[config.mk]
export PLATFORM = sky130hd
export DESIGN_NAME = cwo_regs
export DESIGN_NICKNAME = d
export VERILOG_FILES = /design/src/rtl/cwo_pkg.sv /design/src/rtl/cwo_xlat_if.sv /design/src/rtl/cwo_xlat.sv /design/src/rtl/cwo_regs.sv
export SDC_FILE = /design/constraint.sdc
export NUM_CORES = 1
export LEC_CHECK = 0
export BUFFER_PORTS_ARGS = -buffer_cell sky130_fd_sc_hd__buf_4
export CAP_MARGIN = 10
export CORE_UTILIZATION = 54
export DETAILED_ROUTE_END_ITERATION = 8
export GPL_TIMING_DRIVEN = 0
export PLACE_DENSITY = 0.84
export SYNTH_ARGS = -nofsm -noshare
export SYNTH_HDL_FRONTEND = slang
export SYNTH_SLANG_ARGS = --single-unit
export TNS_END_PERCENT = 5
[constraint.sdc]
create_clock -name clk -period 3.6 [get_ports clk]
set_input_delay 0.36 -clock clk [delete_from_list [all_inputs] [get_ports clk]]
set_output_delay 0.36 -clock clk [all_outputs]
set_load 0.02 [all_outputs]
[src/rtl/cwo_pkg.sv]
package cwo_pkg;
    // Number of memory and I/O windows.
    localparam int NUM_MEM_WIN = 5;
    localparam int NUM_IO_WIN = 2;
    // Width of a full memory window offset, A25 down to A12.
    localparam int OFF_W = 14;
    // Width of the upper offset field inside the upper byte.
    localparam int OFF_HI_W = 6;
    // Field positions inside a memory window upper byte.
    localparam int WBLOCK_BIT = 7;
    localparam int SPACE_BIT = 6;
    // Value of every register after reset.
    localparam logic [7:0] REG_RESET = 8'h00;
    // Register indices; the byte address is four times the index.
    localparam logic [5:0] MEM_UP_IDX [NUM_MEM_WIN] =
        '{6'h15, 6'h1d, 6'h25, 6'h2d, 6'h35};
    localparam logic [5:0] MEM_LO_IDX [NUM_MEM_WIN] =
        '{6'h14, 6'h1c, 6'h24, 6'h2c, 6'h34};
    localparam logic [5:0] IO_LO_IDX [NUM_IO_WIN] = '{6'h36, 6'h38};
    // Address bits 13:8 of the base block and of its alias at 2000h.
    localparam logic [5:0] BASE_REGION = 6'h00;
    localparam logic [5:0] ALIAS_REGION = 6'h20;
    // Host window selector codes at or above this are not windows.
    localparam logic [2:0] WIN_LIMIT = 3'h5;
endpackage

[src/rtl/cwo_xlat_if.sv]
`timescale 1ns/1ps
`default_nettype none
// Window configuration handed from the register bank to translation.
interface cwo_xlat_if;
    // Full window offsets, A25 down to A12.
    logic [cwo_pkg::OFF_W-1:0] offset [cwo_pkg::NUM_MEM_WIN];
    // Write block flag of each window.
    logic wblock [cwo_pkg::NUM_MEM_WIN];
    // Attribute space flag of each window.
    logic attr [cwo_pkg::NUM_MEM_WIN];
    modport regs (output offset, output wblock, output attr);
    modport xlat (input offset, input wblock, input attr);
endinterface
`default_nettype wire

[src/rtl/cwo_xlat.sv]
`timescale 1ns/1ps
`default_nettype none
module cwo_xlat (
    input wire logic clk,
    input wire logic resetn,
    input wire logic ce,
    cwo_xlat_if.xlat cfg,
    input wire logic host_valid,
    input wire logic host_write,
    input wire logic [2:0] host_win,
    input wire logic [25:0] host_addr,
    output logic card_valid,
    output logic card_write,
    output logic card_attr,
    output logic card_write_blocked,
    output logic [25:0] card_addr
);
    // Adds offset to the upper host bits; the carry out of A25 is lost.
    function automatic logic [cwo_pkg::OFF_W-1:0] xlat_sum(
        input logic [cwo_pkg::OFF_W-1:0] a,
        input logic [cwo_pkg::OFF_W-1:0] b);
        return a + b;
    endfunction

    // A selector beyond the last window is no window at all.
    logic win_ok;
    logic [2:0] sel;
    logic [cwo_pkg::OFF_W-1:0] sum_w;
    logic block_w;
    logic attr_w;
    assign win_ok = host_win < cwo_pkg::WIN_LIMIT;
    // Steering to window 0 keeps the array index legal.
    assign sel = win_ok ? host_win : 3'h0;
    assign sum_w = xlat_sum(host_addr[25:12], cfg.offset[sel]);
    assign block_w = host_write & cfg.wblock[sel];
    assign attr_w = cfg.attr[sel];

    // Outputs are registered so the card side sees clean values.
    always_ff @(posedge clk or negedge resetn) begin
        if (!resetn) begin
            card_valid <= 1'b0;
            card_write <= 1'b0;
            card_attr <= 1'b0;
            card_write_blocked <= 1'b0;
            card_addr <= 26'h0000000;
        end else if (ce) begin
            // A blocked write never reaches the card.
            card_valid <= host_valid & win_ok & ~block_w;
            card_write <= host_write;
            card_attr <= attr_w;
            card_write_blocked <= host_valid & win_ok & block_w;
            card_addr <= {sum_w, host_addr[11:0]};
        end
    end
endmodule // cwo_xlat
`default_nettype wire

[src/rtl/cwo_regs.sv]
`timescale 1ns/1ps
`default_nettype none
module cwo_regs (
    input wire logic clk,
    input wire logic resetn,
    input wire logic ce,
    input wire logic wb_cyc_i,
    input wire logic wb_stb_i,
    input wire logic wb_we_i,
    input wire logic [31:0] wb_adr_i,
    input wire logic [3:0] wb_sel_i,
    input wire logic [31:0] wb_dat_i,
    output logic [31:0] wb_dat_o,
    output logic wb_ack_o,
    input wire logic host_valid,
    input wire logic host_write,
    input wire logic [2:0] host_win,
    input wire logic [25:0] host_addr,
    output logic card_valid,
    output logic card_write,
    output logic card_attr,
    output logic card_write_blocked,
    output logic [25:0] card_addr,
    output logic [7:0] io_win0_offset_lower,
    output logic [7:0] io_win1_offset_lower
);
    // True when a decoded index and region match a register index.
    function automatic logic idx_hit(
        input logic [5:0] idx,
        input logic [5:0] ref_idx,
        input logic ok);
        return ok && (idx == ref_idx);
    endfunction

    // A bus request is live while both cycle and strobe are high.
    logic req;
    assign req = wb_cyc_i & wb_stb_i;

    // Acknowledge, registered, one cycle after the request.
    logic ack_r;
    logic ack_nxt;
    assign ack_nxt = req & ~ack_r;
    assign wb_ack_o = ack_r;

    // The register index is the word address inside a block.
    logic [5:0] idx;
    assign idx = wb_adr_i[7:2];

    // The bank answers at the base block and again at 2000h above it.
    logic in_base;
    logic in_alias;
    logic in_map;
    assign in_base = wb_adr_i[13:8] == cwo_pkg::BASE_REGION;
    assign in_alias = wb_adr_i[13:8] == cwo_pkg::ALIAS_REGION;
    // Anything above bit 13 must be zero, which keeps stray high addresses out.
    assign in_map = (wb_adr_i[31:14] == 18'h00000)
                    && (in_base || in_alias);

    // Only the low byte lane carries data; other lanes are ignored.
    // A write lands at the edge where the master samples ack high, so
    // the request is still standing with its data at that moment; a
    // read is captured one edge earlier so its byte is ready by then.
    logic wr_go;
    logic rd_go;
    assign wr_go = req & ack_r & wb_we_i & wb_sel_i[0];
    assign rd_go = ack_nxt & ~wb_we_i;

    // Per-register hit lines.
    logic [cwo_pkg::NUM_MEM_WIN-1:0] hit_up;
    logic [cwo_pkg::NUM_MEM_WIN-1:0] hit_lo;
    logic [cwo_pkg::NUM_IO_WIN-1:0] hit_io;

    // Stored register contents.
    logic [7:0] mem_up_r [cwo_pkg::NUM_MEM_WIN];
    logic [7:0] mem_lo_r [cwo_pkg::NUM_MEM_WIN];
    logic [7:1] io_lo_r [cwo_pkg::NUM_IO_WIN];

    // Configuration handed to the translation logic.
    // One interface carries offsets and flags, so they stay together.
    cwo_xlat_if xif ();

    genvar gw;
    generate
        for (gw = 0; gw < cwo_pkg::NUM_MEM_WIN; gw++) begin : g_mem
            // Upper and lower bytes of one memory window.
            assign hit_up[gw] = idx_hit(idx, cwo_pkg::MEM_UP_IDX[gw],
                                        in_map);
            assign hit_lo[gw] = idx_hit(idx, cwo_pkg::MEM_LO_IDX[gw],
                                        in_map);

            // The upper byte keeps all eight bits as written.
            always_ff @(posedge clk or negedge resetn) begin
                if (!resetn) begin
                    mem_up_r[gw] <= cwo_pkg::REG_RESET;
                end else if (ce && wr_go && hit_up[gw]) begin
                    mem_up_r[gw] <= wb_dat_i[7:0];
                end
            end

            // The lower byte holds offset bits A19 to A12.
            always_ff @(posedge clk or negedge resetn) begin
                if (!resetn) begin
                    mem_lo_r[gw] <= cwo_pkg::REG_RESET;
                end else if (ce && wr_go && hit_lo[gw]) begin
                    mem_lo_r[gw] <= wb_dat_i[7:0];
                end
            end

            // Upper six bits and lower byte form the 14-bit offset.
            assign xif.offset[gw] = {
                mem_up_r[gw][cwo_pkg::OFF_HI_W-1:0],
                mem_lo_r[gw]};
            assign xif.wblock[gw] =
                mem_up_r[gw][cwo_pkg::WBLOCK_BIT];
            assign xif.attr[gw] =
                mem_up_r[gw][cwo_pkg::SPACE_BIT];
        end

        for (gw = 0; gw < cwo_pkg::NUM_IO_WIN; gw++) begin : g_io
            assign hit_io[gw] = idx_hit(idx, cwo_pkg::IO_LO_IDX[gw],
                                        in_map);

            // Bit 0 has no flop, which keeps I/O offsets even.
            always_ff @(posedge clk or negedge resetn) begin
                if (!resetn) begin
                    io_lo_r[gw] <= cwo_pkg::REG_RESET[7:1];
                end else if (ce && wr_go && hit_io[gw]) begin
                    io_lo_r[gw] <= wb_dat_i[7:1];
                end
            end
        end
    endgenerate

    // I/O offsets leave with bit 0 tied low.
    assign io_win0_offset_lower = {io_lo_r[0], 1'b0};
    assign io_win1_offset_lower = {io_lo_r[1], 1'b0};

    // Read selection; unmapped indices and the high lanes read zero.
    logic [7:0] rd_val;
    // The indices never overlap, so at most one hit line fires here.
    always_comb begin
        rd_val = 8'h00;
        for (int w = 0; w < cwo_pkg::NUM_MEM_WIN; w++) begin
            if (hit_up[w]) begin
                rd_val = mem_up_r[w];
            end
            if (hit_lo[w]) begin
                rd_val = mem_lo_r[w];
            end
        end
        for (int w = 0; w < cwo_pkg::NUM_IO_WIN; w++) begin
            if (hit_io[w]) begin
                rd_val = {io_lo_r[w], 1'b0};
            end
        end
    end

    // Acknowledge follows every request, mapped or not, so a stray
    // access can never hang the bus.
    always_ff @(posedge clk or negedge resetn) begin
        if (!resetn) begin
            ack_r <= 1'b0;
        end else if (ce) begin
            ack_r <= ack_nxt;
        end
    end

    // Read data is captured together with the acknowledge and then
    // held, so it is stable at the edge where the master samples it.
    always_ff @(posedge clk or negedge resetn) begin
        if (!resetn) begin
            wb_dat_o <= 32'h00000000;
        end else if (ce && rd_go) begin
            wb_dat_o <= {24'h000000, rd_val};
        end
    end

    // Window translation for host accesses to card memory.
    cwo_xlat u_xlat (
        .clk(clk),
        .resetn(resetn),
        .ce(ce),
        .cfg(xif.xlat),
        .host_valid(host_valid),
        .host_write(host_write),
        .host_win(host_win),
        .host_addr(host_addr),
        .card_valid(card_valid),
        .card_write(card_write),
        .card_attr(card_attr),
        .card_write_blocked(card_write_blocked),
        .card_addr(card_addr)
    );
endmodule // cwo_regs
`default_nettype wire

==> flow_summary.ini <==
[floorplan]
initial_core_util = 0.563
core-area_um2 = 13500
rows = 42
fp.dieH_um = 120
ios = 184
die_area_um2 = 14500
die_w_um = 120

[timing]
min_period_over_period = 0.897
timing.fmax_ghz = 0.310
drv_slew = 0
maxSlewHeadroom = 0.396
hold_viol = 0
clock_skew_ps = 7.23
fin_crit_ps = 3230
worst_slew_pin_slew_ps = 893
finalSetupTns_ps = 0
rsz0062_at_grt = no
setup_viol = 0

[worst_setup_path]
crit_family = multiplexers
path_depth = 13
crit_buf_inv = 2
cp_data_arrival_time_ps = 3540
rr_worst_depth = 11
crit_type = in -> reg
crit_path_top_delay_cell = mux4_2
cp-start-kind = primary input
cp_max_fo = 12
crit_required_ps = 3910
crit_path_max_incr_delay_ps = 550
crit_chain = buf_4, buf_4, mux4_2, nor2_1, a21oi_1, ha_1, fa_1, a21oi_1, o21ai_0, o211a_1, nor3_1, xnor2_1, mux2_2
crit_path_end_kind = flop

[power_and_ir_drop]
power_density_nw_per_um2 = 420
seqPwrFrac = 0.407
p_int_mw = 2.88
p_leak_nw = 4.51
p_switching_mw = 1.09
clockPowerShare = 0.433
ir_drop_uv = 303
swShare = 0.274
p_comb_frac = 0.160

[place]
numPortBuffers = 123
hpwl_mm = 15.7
place_area_um2 = 8850
place_congestion = 0.967
numPlacedInstances = 960

[yosys]
syn_area_um2 = 7580
ys.warnings.count = 0
synth_seq_cells = 133
synthArstFlopShare = 1.00
seq_area_frac_synth = 0.439
avgSynthCellArea_um2 = 11.9
synth_edf_count = 0
ys.flop_type = dfrtp_1
ys_types = 69
synth_cells = 635

[final_layout]
instances_no_fill = 991
final_common_cell = buf_4
fin_nets = 921
n_antenna_cell = 0
drive_above_1_share = 0.429
design_area_um2 = 9440
final_cell_mix = buf_4, dfrtp_1, mux2_2, nor2_1, a21oi_1
area_growth_pct = 24.6
post-route-util = 0.702

[route]
routed_wl_mm = 20.7
post_drt_wl_per_cell_um = 20.9
vias_per_cell = 6.14
route.vias.total = 6086
first_pass_iters = 6
drtIter0Drc = 582
drc = 0
ant_nets = 0

[clocking]
clk_pin_slew_worst_paths_ps = 60
numCtsBuffers = 17
tritoncts = done
clock_latency_ps = 430
cts_max_path_buffers = 2
clock_sinks = 133
h-tree-depth = 4
root_buffer = clkbuf_16

[grt]
first_global_vias = 6078
grt_pass1_wl_mm = 32.9
grt_max_degree = 90
track_usage = 0.303
overflow = 0
antenna_found_initial = 0

[worst_hold_path]
hold_depth = 2
min_path_type = in -> reg

[run]
drv_cap = 0

[status]
status = finished, final reports clean
==> registers in the layout, summed over array words and instances, names as in the netlist <==
signal                     count
u_xlat.card_write_blocked      1
u_xlat.card_write              1
wb_ack_o                       1
u_xlat.card_valid              1
io_win0_offset_lower           7
mem_lo_r                      40
u_xlat.card_attr               1
io_win1_offset_lower           7
mem_up_r                      40
wb_dat_o                       8
u_xlat.card_addr              26
==> final timing paths <==
check                                                      end  slack [ps]                              from
min reg2reg                   u_xlat.card_addr[15]$_DFFE_PN0P_         510  u_xlat.card_addr[15]$_DFFE_PN0P_
max                           u_xlat.card_addr[22]$_DFFE_PN0P_         370                       host_win[0]
max reg2reg                   u_xlat.card_addr[22]$_DFFE_PN0P_         470          mem_lo_r[32]$_DFFE_PN0P_
max in group asynchronous     u_xlat.card_addr[14]$_DFFE_PN0P_        2400                            resetn
min                            u_xlat.card_addr[5]$_DFFE_PN0P_         170                      host_addr[5]
min in group asynchronous  io_win0_offset_lower[4]$_DFFE_PN0P_         420                            resetn
==> cell usage after synthesis, types with 3 or more instances <==
| library cell | number | share of area |
|---|---|---|
| a21oi_1 | 28 | 0.018 |
| a31oi_1 | 7 | 0.0058 |
| nor2b_1 | 5 | 0.0041 |
| buf_1 | 6 | 0.0030 |
| and2_1 | 3 | 0.0025 |
| nor4_1 | 4 | 0.0033 |
| nand4_1 | 7 | 0.0058 |
| inv_1 | 17 | 0.0084 |
| nand2_1 | 15 | 0.0074 |
| a221o_1 | 7 | 0.0092 |
| mux2_2 | 119 | 0.18 |
| dfrtp_1 | 133 | 0.44 |
| mux2i_1 | 16 | 0.021 |
| nand3_2 | 3 | 0.0040 |
| o21ai_0 | 10 | 0.0066 |
| and3_1 | 5 | 0.0041 |
| nand2b_1 | 7 | 0.0058 |
| ha_1 | 13 | 0.021 |
| buf_2 | 10 | 0.0066 |
| nand3_1 | 11 | 0.0073 |
| buf_4 | 27 | 0.027 |
| mux4_2 | 16 | 0.048 |
| or3_1 | 4 | 0.0033 |
| clkbuf_1 | 18 | 0.0089 |
| nor4_4 | 7 | 0.020 |
| a221oi_1 | 6 | 0.0069 |
| a22o_1 | 4 | 0.0046 |
| a211oi_1 | 3 | 0.0030 |
| nor2_1 | 37 | 0.018 |
| a222oi_1 | 11 | 0.015 |
| xnor2_1 | 7 | 0.0081 |
| nand2_2 | 4 | 0.0033 |
| nor3_1 | 14 | 0.0092 |
| o221ai_1 | 3 | 0.0035 |
| a22oi_1 | 4 | 0.0040 |
==> per-stage QoR <==
| stage | power, mW | hold WS (ps) | setup WS [ps] |
|---|---|---|---|
| final | 3.96 | 172 | 370 |
| after floorplan | 1.98 | 64.4 | 204 |
| after detailed placement | 2.27 | 309 | -506 |
| after global placement | 2.25 | 491 | -457 |
| after global routing | 4.10 | 162 | 98.8 |
| after CTS | 3.98 | 163 | 40.6 |
==> metal layers <==
layer  vias to the layer above  GRT usage  routed length, um
li1                       2709          -                  -
met2                       401      0.483               9650
met4                         0      0.128                555
met1                      2931      0.406               8600
met3                        45     0.0566               1920
met5                         -          0                  0
==> power groups by stage <==
stage                     registers, mW  clock network (mW)  logic (mW)
after floorplan                    1.72                   0       0.266
after global placement             1.63                   0       0.614
after detailed placement           1.64                   0       0.634
after CTS                          1.61                1.73       0.636
after global routing               1.62                1.80       0.685
final                              1.61                1.72       0.635
==> area by class of cell <==
type,count,area (um^2)
Multi-Input combinational cell,449,3950
Sequential cell,133,3330
Clock buffer,18,429
Tap cell,176,220
Inverter,17,63.8
Timing Repair Buffer,125,965
Clock inverter,14,153
Fill cell,979,4010
Buffer,59,338
==> worst register-to-register path: cells and delay by family (launching register included) <==
family                   cells  cell delay (ps)
AO/OA/AOI/OAI                4              770
XOR/XNOR                     1               90
adder cells (fa/ha/maj)      2              690
flip-flops                   1              430
multiplexers                 2              760
AND/OR/NAND/NOR              2              290
==> timing repair <==
item	CTS	global route
buffers inserted	0	0
endpoints found under the setup margin	2	5
pin swaps	0	0
hold endpoints to repair	44	0
gates resized for setup	2	3
hold buffers	1	0
cloned	0	0
==> cell families after synthesis <==
group | share of synthesized area
flip-flops | 0.439
AND/OR/NAND/NOR | 0.122
multiplexers | 0.247
adder cells (fa/ha/maj) | 0.0241
buffers and inverters | 0.0537
other | 0.000495
AO/OA/AOI/OAI | 0.105
XOR/XNOR | 0.00925
(Power assumes the default switching activity.)
